### src/logic/iks_cfg.svh
/*
 * Encodings, address limits and skip flush lengths for the increment-and-skip
 * and literal-OR executor.
 * Assumes a 16-bit program word and a 12-bit data address space.
 */
`ifndef IKS_CFG_SVH
`define IKS_CFG_SVH

// Opcode fields
`define IKS_ENC_INC_SKZ     6'h0F
`define IKS_ENC_INC_SKNZ    6'h12
`define IKS_ENC_OR_LIT      8'h09
`define IKS_OPC6_HI         15
`define IKS_OPC6_LO         10
`define IKS_OPC8_LO         8
`define IKS_DEST_BIT        9
`define IKS_BANK_BIT        8

// Data addressing
`define IKS_ACCESS_SPLIT    8'h5F
`define IKS_INDEXED_LIMIT   8'h5F
`define IKS_ACCESS_LO_BANK  4'h0
`define IKS_ACCESS_HI_BANK  4'hF

// Skip flush lengths, in instruction cycles
`define IKS_FLUSH_ONE_WORD  2'h1
`define IKS_FLUSH_TWO_WORD  2'h2

// Accumulator reset value, increment step and zero byte
`define IKS_W_RESET         8'h00
`define IKS_INC_STEP        8'h01
`define IKS_ZERO_BYTE       8'h00

`endif

### src/logic/iks_pkg.sv
/*
 * Types and the opcode decoder shared by the executor.
 * Assumes iks_cfg.svh is on the include path.
 */
`include "iks_cfg.svh"

package iks_pkg;

    // Operation carried by the current instruction cycle
    typedef enum logic [1:0] {
        IKS_OP_NONE,
        IKS_OP_INC_SKZ,
        IKS_OP_INC_SKNZ,
        IKS_OP_OR_LIT
    } iks_op_t;

    // Quarter of the instruction cycle
    typedef enum logic [1:0] {
        IKS_Q1,
        IKS_Q2,
        IKS_Q3,
        IKS_Q4
    } iks_quarter_t;

    // Opcode decode, used by the datapath; the checks compare the opcode fields themselves
    function automatic iks_op_t iks_decode(input logic [15:0] word);
        iks_op_t op;
        op = IKS_OP_NONE;
        if (word[`IKS_OPC6_HI:`IKS_OPC6_LO] == `IKS_ENC_INC_SKZ)
            op = IKS_OP_INC_SKZ;
        else if (word[`IKS_OPC6_HI:`IKS_OPC6_LO] == `IKS_ENC_INC_SKNZ)
            op = IKS_OP_INC_SKNZ;
        else if (word[`IKS_OPC6_HI:`IKS_OPC8_LO] == `IKS_ENC_OR_LIT)
            op = IKS_OP_OR_LIT;
        return op;
    endfunction : iks_decode

endpackage : iks_pkg

### src/logic/iks_exec.sv
/*
 * Executor for increment-and-skip (zero / nonzero) and literal OR into
 * the accumulator, with quarter sequencing and skip flush.
 * Assumes the fetch unit holds the word in Q1 and that the file
 * register array answers a Q2 read within that quarter.
 */
`timescale 1ns/100ps
`include "iks_cfg.svh"

module iks_exec (
    input  wire logic                  core_clk_i,
    input  wire logic                  rst_i,
    input  wire logic [15:0]           instr_i,
    input  wire logic                  instr_valid_i,
    input  wire logic                  next_two_word_i,
    input  wire logic                  ext_set_en_i,
    input  wire logic [3:0]            bank_select_reg_i,
    input  wire logic [11:0]           index_base_i,
    input  wire logic [7:0]            fr_rdata_i,
    output iks_pkg::iks_quarter_t      quarter_o,
    output logic [11:0]                fr_addr_o,
    output logic                       fr_rd_o,
    output logic                       fr_wr_o,
    output logic [7:0]                 fr_wdata_o,
    output logic [7:0]                 accum_o,
    output logic                       neg_flag_o,
    output logic                       zero_flag_o,
    output logic                       flush_o
);
    import iks_pkg::*;

    iks_quarter_t q_reg;
    iks_quarter_t q_next;
    iks_op_t      op_reg;
    logic [15:0]  instr_reg;
    logic [11:0]  addr_reg;
    logic [7:0]   operand_reg;
    logic [7:0]   result_reg;
    logic [7:0]   w_reg;
    logic         n_reg;
    logic         z_reg;
    logic [1:0]   flush_cnt_reg;
    logic         flushing_reg;
    logic         two_word_reg;
    logic         rd_reg;
    logic         wr_reg;
    logic [7:0]   wdata_reg;

    logic [11:0]  addr_w;
    logic         indexed_w;
    iks_op_t      dec_op;
    logic         op_is_inc;
    logic         dest_file;
    logic         start_exec;
    logic [7:0]   result_next;
    logic         result_zero;
    logic         skip_take;
    logic         w_load;

    // Operand address formed straight from the fetched word
    iks_addr u_addr (
        .file_i            (instr_i[7:0]),
        .bank_bit_i        (instr_i[`IKS_BANK_BIT]),
        .ext_set_en_i      (ext_set_en_i),
        .bank_select_reg_i (bank_select_reg_i),
        .index_base_i      (index_base_i),
        .addr_o            (addr_w),
        .indexed_o         (indexed_w)
    );

    // Decode and datapath terms
    assign dec_op      = instr_valid_i ? iks_decode(instr_i) : IKS_OP_NONE;
    assign start_exec  = (flush_cnt_reg == 2'h0);
    assign op_is_inc   = (op_reg == IKS_OP_INC_SKZ)
                         || (op_reg == IKS_OP_INC_SKNZ);
    assign dest_file   = instr_reg[`IKS_DEST_BIT];
    assign result_next = (op_reg == IKS_OP_OR_LIT)
                         ? (w_reg | operand_reg)
                         : (operand_reg + `IKS_INC_STEP);
    assign result_zero = (result_reg == `IKS_ZERO_BYTE);
    assign skip_take   = ((op_reg == IKS_OP_INC_SKZ) && result_zero)
                         || ((op_reg == IKS_OP_INC_SKNZ)
                             && !result_zero);
    assign w_load      = (op_is_inc && !dest_file)
                         || (op_reg == IKS_OP_OR_LIT);

    // Quarter divider, one quarter per core clock
    always_comb
    begin
        case (q_reg)
            IKS_Q1:  q_next = IKS_Q2;
            IKS_Q2:  q_next = IKS_Q3;
            IKS_Q3:  q_next = IKS_Q4;
            IKS_Q4:  q_next = IKS_Q1;
            default: q_next = IKS_Q1;
        endcase
    end

    always_ff @(posedge core_clk_i)
    begin
        if (rst_i)
            q_reg <= IKS_Q1;
        else
            q_reg <= q_next;
    end

    // Q1: decode, or swallow the fetched word while flushing
    always_ff @(posedge core_clk_i)
    begin
        if (rst_i)
        begin
            op_reg        <= IKS_OP_NONE;
            instr_reg     <= 16'h0000;
            addr_reg      <= 12'h000;
            flushing_reg  <= 1'b0;
            two_word_reg  <= 1'b0;
        end
        else if (q_reg == IKS_Q1)
        begin
            flushing_reg <= !start_exec;
            two_word_reg <= next_two_word_i;
            instr_reg    <= instr_i;
            // A flushed word becomes a no-operation cycle
            op_reg       <= start_exec ? dec_op : IKS_OP_NONE;
            addr_reg     <= addr_w;
        end
    end

    // Q2 read strobe; Q4 write strobe. Both stay low in flushed cycles.
    always_ff @(posedge core_clk_i)
    begin
        if (rst_i)
        begin
            rd_reg    <= 1'b0;
            wr_reg    <= 1'b0;
            wdata_reg <= 8'h00;
        end
        else
        begin
            rd_reg <= (q_reg == IKS_Q1) && start_exec
                      && ((dec_op == IKS_OP_INC_SKZ)
                          || (dec_op == IKS_OP_INC_SKNZ));
            wr_reg <= (q_reg == IKS_Q3) && op_is_inc && dest_file;
            if (q_reg == IKS_Q3)
                wdata_reg <= result_next;
        end
    end

    // Q2 operand capture, Q3 processing
    always_ff @(posedge core_clk_i)
    begin
        if (rst_i)
        begin
            operand_reg <= 8'h00;
            result_reg  <= 8'h00;
        end
        else if (q_reg == IKS_Q2)
            // Literal sits in the low byte of the word
            operand_reg <= op_is_inc ? fr_rdata_i : instr_reg[7:0];
        else if (q_reg == IKS_Q3)
            result_reg <= result_next;
    end

    // Q4: accumulator and flag write-back, skip arming
    always_ff @(posedge core_clk_i)
    begin
        if (rst_i)
        begin
            w_reg         <= `IKS_W_RESET;
            n_reg         <= 1'b0;
            z_reg         <= 1'b0;
            flush_cnt_reg <= 2'h0;
        end
        else if (q_reg == IKS_Q4)
        begin
            if (w_load)
                w_reg <= result_reg;
            // Increments leave every flag alone
            if (op_reg == IKS_OP_OR_LIT)
            begin
                n_reg <= result_reg[7];
                z_reg <= result_zero;
            end
            if (skip_take)
                flush_cnt_reg <= two_word_reg ? `IKS_FLUSH_TWO_WORD
                                              : `IKS_FLUSH_ONE_WORD;
            else if (!start_exec)
                flush_cnt_reg <= flush_cnt_reg - 2'h1;
        end
    end

    // Outputs, all from flip-flops
    assign quarter_o   = q_reg;
    assign fr_addr_o   = addr_reg;
    assign fr_rd_o     = rd_reg;
    assign fr_wr_o     = wr_reg;
    assign fr_wdata_o  = wdata_reg;
    assign accum_o     = w_reg;
    assign neg_flag_o  = n_reg;
    assign zero_flag_o = z_reg;
    assign flush_o     = flushing_reg;
endmodule : iks_exec

### src/logic/iks_addr.sv
/*
 * Data address former for file-register operands: access bank, banked
 * or indexed literal offset.
 * Assumes the caller samples the result on its own clock.
 */
`timescale 1ns/100ps
`include "iks_cfg.svh"

module iks_addr (
    input  wire logic [7:0]  file_i,
    input  wire logic        bank_bit_i,
    input  wire logic        ext_set_en_i,
    input  wire logic [3:0]  bank_select_reg_i,
    input  wire logic [11:0] index_base_i,
    output logic      [11:0] addr_o,
    output logic             indexed_o
);
    import iks_pkg::*;

    logic [11:0] access_addr;
    logic [11:0] banked_addr;
    logic [11:0] indexed_addr;

    // Indexed offset only in the low access range with extensions on
    assign indexed_o = ext_set_en_i && !bank_bit_i
                       && (file_i <= `IKS_INDEXED_LIMIT);

    // Access bank splits between bank 0 and the top bank
    assign access_addr = (file_i <= `IKS_ACCESS_SPLIT)
                         ? {`IKS_ACCESS_LO_BANK, file_i}
                         : {`IKS_ACCESS_HI_BANK, file_i};
    assign banked_addr = {bank_select_reg_i, file_i};
    assign indexed_addr = index_base_i + {4'h0, file_i};

    // Selection, indexed first since it overrides the access bank
    assign addr_o = indexed_o  ? indexed_addr
                  : bank_bit_i ? banked_addr
                  : access_addr;

endmodule : iks_addr

### config.mk
export PLATFORM = sky130hd
export DESIGN_NAME = iks_exec
export DESIGN_NICKNAME = d
export VERILOG_FILES = /design/src/logic/iks_pkg.sv /design/src/logic/iks_exec.sv /design/src/logic/iks_addr.sv
export VERILOG_INCLUDE_DIRS = /design/src /design/src/logic
export SDC_FILE = /design/constraint.sdc
export NUM_CORES = 1
export LEC_CHECK = 0
export BUFFER_PORTS_ARGS = -buffer_cell sky130_fd_sc_hd__buf_2
export CAP_MARGIN = 20
export CORE_ASPECT_RATIO = 0.6
export CORE_MARGIN = 1
export CORE_UTILIZATION = 57
export CTS_CLUSTER_SIZE = 8
export DETAILED_ROUTE_END_ITERATION = 16
export GPL_TIMING_DRIVEN = 0
export PLACE_DENSITY = 0.85
export SYNTH_ARGS = -nofsm -noshare
export SYNTH_HDL_FRONTEND = slang
export SYNTH_SLANG_ARGS = --single-unit
### constraint.sdc
create_clock -name core_clk_i -period 4.7 [get_ports core_clk_i]
set_input_delay 0.47 -clock core_clk_i [delete_from_list [all_inputs] [get_ports core_clk_i]]
set_output_delay 0.47 -clock core_clk_i [all_outputs]
set_load 0.005 [all_outputs]
Word-level counts from Yosys, hierarchy flattened:

Cells that the tools add are included.

* $add $sub $neg: 3
* order comparisons: 1
* equality and inequality tests: 12
* mux-type cells: 14
* bitwise logic cells: 2
* reductions and logical operators: 24

Operator list (count)
* $mux W12: 3
* $mux W2: 8
* $mux W8: 2
* $add A12 B8 Y12: 1
* $eq A2 B2 Y1 const B: 5
* $logic_and A1 B1 Y1: 9
* $add A8 B1 Y8 const B: 1
* $eq A8 B4 Y1 const B: 1
* $le A8 B7 Y1 const B: 1
* $logic_not A8 Y1: 1
* $or A8 B8 Y8: 1
* $pmux W2 S4: 1
* $reduce_and A2 Y1: 4
* $eq A2 B1 Y1 const B: 3
* $eq A6 B4 Y1 const B: 1
* $eq A6 B5 Y1 const B: 1
* $logic_not A1 Y1: 4
* $logic_not A2 Y1: 2
* $logic_or A1 B1 Y1: 4
* $ne A2 B1 Y1 const B: 1
* $sub A2 B1 Y2 const B: 1
* $not A1 Y1: 1

* register bits: 66
* input bits: 45
* output and inout port bits: 35

Depth between registers and ports, before layout:

* word-level depth: 8
* depth in mapped cells: 9
* depth with buffers taken out: 9

Modules after synthesis:

From an unflattened synthesis, not the netlist that was laid out.

* cells, all modules: 351
* area, all modules: 3110.5 µm²

Modules (own cells, without submodules)
* iks_exec: times used 1, cells an instance 271, area an instance 2526.2 µm², sequential area each 1141.1 µm²
* iks_addr: times used 1, cells an instance 80, area an instance 584.3 µm², sequential area each 0.0 µm²

Worst setup path before layout:

OpenSTA, ideal clock, no wires.

* path kind: in2reg
* start point: input instr_i[0]
* end point: register addr_reg[10] (netlist: fr_addr_o[10])
* data arrival time: 1.893 ns
* setup slack: 2.687 ns
* cell stages on the path: 9
* path through: ha_1 > inv_1 > fa_1 > nand2b_1 > a21oi_2 > a211oi_2 > o22ai_1 > nor4b_1 > a211o_1

* word-level cells in the longest chain between the ends: 4
* elaborated cells between the ends (all ways): 6
* classes of those cells: 1 x add/sub; 1 x order compare; 3 x mux; 1 x reduce/logical

Ends and longest elaborated chain
* from (decl): RTL line iks_exec.sv:13 `input wire logic [15:0] instr_i,`
* $le A8 B7 Y1 (no line)
* $mux W12: RTL line iks_addr.sv:29 `` assign access_addr = (file_i <= `IKS_ACCESS_SPLIT) ``
* $mux W12: RTL line iks_addr.sv:37 `: bank_bit_i ? banked_addr`
* $mux W12 (*): RTL line iks_addr.sv:36 `assign addr_o = indexed_o ? indexed_addr`
* to (signal assigned): RTL line iks_exec.sv:125 `addr_reg <= addr_w;`
* to (decl): RTL line iks_exec.sv:36 `logic [11:0] addr_reg;`

Mark *: on every way between the ends. The rest lies on a longest branch, timed or not.
A chain may end at the register's enable or synchronous reset.

Worst setup path after layout:

* start point: register op_reg[0]
* end point: register w_reg[3] (netlist: accum_o[3])

* word-level cells in the longest chain between the ends: 5
* elaborated cells between the ends (all ways): 7
* classes of those cells: 3 x eq/ne; 4 x reduce/logical

Ends and longest elaborated chain
* from (decl): RTL line iks_exec.sv:34 `iks_op_t op_reg;`
* from (signal assigned): RTL line iks_exec.sv:124 `op_reg <= start_exec ? dec_op : IKS_OP_NONE;`
* $eq A2 B1 Y1 / $eq A2 B2 Y1 (equally long branches): RTL line iks_exec.sv:74, iks_exec.sv:75
* $logic_or A1 B1 Y1: RTL line iks_exec.sv:75 `|| (op_reg == IKS_OP_INC_SKNZ);`
* $logic_and A1 B1 Y1: RTL line iks_exec.sv:84 `assign w_load = (op_is_inc && !dest_file)`
* $logic_or A1 B1 Y1 (*): RTL line iks_exec.sv:85 `|| (op_reg == IKS_OP_OR_LIT);`
* $reduce_and A2 Y1 (no line) (*)
* to (signal assigned): RTL line iks_exec.sv:169 `` w_reg <= `IKS_W_RESET; ``
* to (signal assigned): RTL line iks_exec.sv:177 `w_reg <= result_reg;`
* to (decl): RTL line iks_exec.sv:39 `logic [7:0] w_reg;`

Marked as above.

==> impl_metrics.toml <==
[sta]
finalHoldViolations = 0
rsz0062_at_grt = "no"
period_share_pct = 44.9
fmax_mhz = 474
report.final.slew_viol_count = 0
period_needed_ns = 2.11
fin_setup_tns_ns = 0
tightest_slew_ns = 0.685
setup_violations = 0
worst_slack_ns = 2.59
finClkSkew_ns = 0.00315
holdWs_ns = 0.384
max_slew_margin_pct = 54.3

[worst_setup_path]
r2r-start = "op_reg[0]"
r2r_slack_ns = 2.59
crit_family = "compound AO/OA/AOI/OAI gates"
crit_path_start_kind = "flip-flop"
path_buf_inv = 2
cpPeakStageDelay_ns = 0.52
reg2regPathDepth = 7
worstSetupStartpoint = "op_reg[0]"
path_max_fanout = 10
crit_path_top_delay_cell = "o21ai_2"
crit_required_ns = 4.91
critPathKind = "reg -> reg"
worstPathArrival_ns = 2.32
path_cells = "inv_1 > ha_1 > buf_2 > nor2_1 > o21ai_2 > mux2i_1 > nor2_1"
end_kind = "flip-flop"
crit_top_cell = "nor2_1"
reg2reg_to = "accum_o[3]"

[hold_path]
min_to = "two_word_reg"
hold_path_class = "in -> reg"
min_from = "next_two_word_i"
holdPathStages = 3

[detailed_routing]
drc = 0
dr.first_iter.drc_count = 166
routedWlPerCell_um = 15.0
vias_per_cell = 5.63
ant_nets = 0
drt-total-wl_um = 7610
vias = 2848
drtPass1Iterations = 4

[pwr]
p_leak_nw = 1.77
power_density_nw_per_um2 = 404
peakVddDrop_mv = 0.291

[clocking]
cts_made_buffers = 9
cts_hold_buf = 0
clock_sinks = 57
post-cts-setup-buffers = 0
clock_path_buffers = 2
htreeDepth = 3
cts_root_buf = "clkbuf_8"
cts_tree = "yes"
ctsResizeCount = 0
clk_pin_slew_ns = 0.06
worstSkewPairLatency_ns = 0.33

[floorplan]
fp.dieArea_um2 = 5600
pin_count = 80
coreArea_um2 = 5080
initial_core_util_pct = 59.4
row_count = 20
die_h_um = 58.4
die_x_um = 95.9

[finish]
final_nets = 499
fin_util_pct = 71.9
largest_reg_flops = 12
drive_above_1_share_pct = 23.6
diodes = 0
ff_latch_area_um2 = 1140
multiInputGateArea_um2 = 1760
design_area_um2 = 3650
area_growth_pct = 21.0
num-fill-cells = 382

[logic_synthesis]
synth-seq-area-share_pct = 37.8
ys.flop_type = "dfxtp_1"
ys_async_sr_fraction_pct = 0
avgSynthCellArea_um2 = 8.70
synthesis.instances = 347
yosysWarnings = 0
synth_cell_type_count = 48
synth_nets = 410
ys_ff_latch = 57
synth_enable_flop_cells = 0
syn_area_um2 = 3020

[placement]
gp_congestion = 0.862
dpl.hpwl_um = 5870
pre_cts_ws_ns = 2.35
port_buffers = 78
placed_area_um2 = 3490

[global_route]
grt_max_degree = 11
grt.total_usage_pct = 29.8
overflow = 0
antenna_found_initial = 0
grt_pass1_wl_um = 12600
first_global_vias = 2733

[run_status]
status = "finished, final reports clean"

[job]
cap_violations = 0
worst max-delay path by stage:
stage,end,slack (ns),cells past startpoint
after floorplan,fr_addr_o[10],2.69,9
after global placement,fr_addr_o[10],2.41,10
after detailed placement,fr_addr_o[10],2.35,10
after CTS,accum_o[3],2.62,7
after global routing,accum_o[3],2.47,7
final,accum_o[3],2.59,7
cells in the final DEF (no fill, tap or decap), types with 2 or more instances in the layout:
master / n
inv_1: 12
nor2_1: 66
xnor2_1: 5
o21bai_1: 2
nand3_1: 8
a21oi_1: 26
clkinv_2: 4
o31ai_1: 2
a21o_1: 2
clkbuf_8: 10
nor4_1: 4
a211oi_1: 14
buf_1: 5
a311oi_1: 3
mux2i_1: 44
buf_2: 80
nand4_1: 2
ha_1: 17
nand2b_1: 3
nor2b_1: 6
nor4b_1: 3
nor3_1: 8
nand2_1: 17
clkbuf_1: 12
dfxtp_1: 57
o21ai_0: 4
synthesized netlist by cell type (all sizes together) (3+ instances only):
cell | count | area, µm²
o21ai | 6 | 33.8
nor4 | 4 | 25.0
a21oi | 27 | 139
inv | 12 | 45.0
nand2b | 3 | 18.8
nor3 | 8 | 40.0
nand2 | 17 | 63.8
clkbuf | 11 | 41.3
xnor2 | 5 | 43.8
a211oi | 15 | 118
ha | 17 | 213
mux2i | 45 | 454
nor4b | 3 | 26.3
nand3 | 8 | 40.0
nor2b | 6 | 37.5
a311oi | 3 | 26.3
dfxtp | 57 | 1140
nor2 | 67 | 254
buf | 7 | 28.8
layer usage:
metal / vias to the layer above / track usage [%] / share of wire [%]
li1: 1410 / - / -
met1: 1321 / 42.4 / 48
met2: 106 / 44.6 / 42
met3: 11 / 9.69 / 8.7
met4: 0 / 5.76 / 0.89
met5: - / 0 / 0
cell type report:
class	instances	share of cell area, %
multi-input combinational	260	48.2
timing repair buffer	78	10.7
buffer	18	1.92
inverter	12	1.23
sequential	57	31.2
tap	66	2.26
clock inverter	4	0.548
clock buffer	11	3.87
metrics by stage:
stage	power, mW	cells
2_1_floorplan	0.938	347
3_5_place_dp	1.09	491
6_report	1.48	506
4_1_cts	1.47	506
5_1_grt	1.57	506
3_3_place_gp	1.07	491
logic make-up after synthesis:
| family | Yosys count | synth area share, % |
|---|---|---|
| mux | 46 | 15.5 |
| simple gates | 124 | 18.6 |
| compound gates | 66 | 14.8 |
| fa+ha+maj | 18 | 7.71 |
| buf+inv | 30 | 3.81 |
| flops | 57 | 37.8 |
| xor+xnor | 6 | 1.74 |
worst register-to-register path: stages (launching register included):
cell and delay [ns]:
dfxtp_1 0.39, inv_1 0.07, ha_1 0.28, buf_2 0.28
nor2_1 0.09, o21ai_2 0.52, mux2i_1 0.32, nor2_1 0.06
report_power, final:
part / leakage (nW) / total, mW / internal [mW] / switching, mW
Sequential: 0.467 / 0.626 / 0.563 / 0.0626
Clock: 0.0887 / 0.387 / 0.199 / 0.188
Combinational: 1.21 / 0.464 / 0.201 / 0.263
No activity file was read; power rests on OpenSTA's default activity.
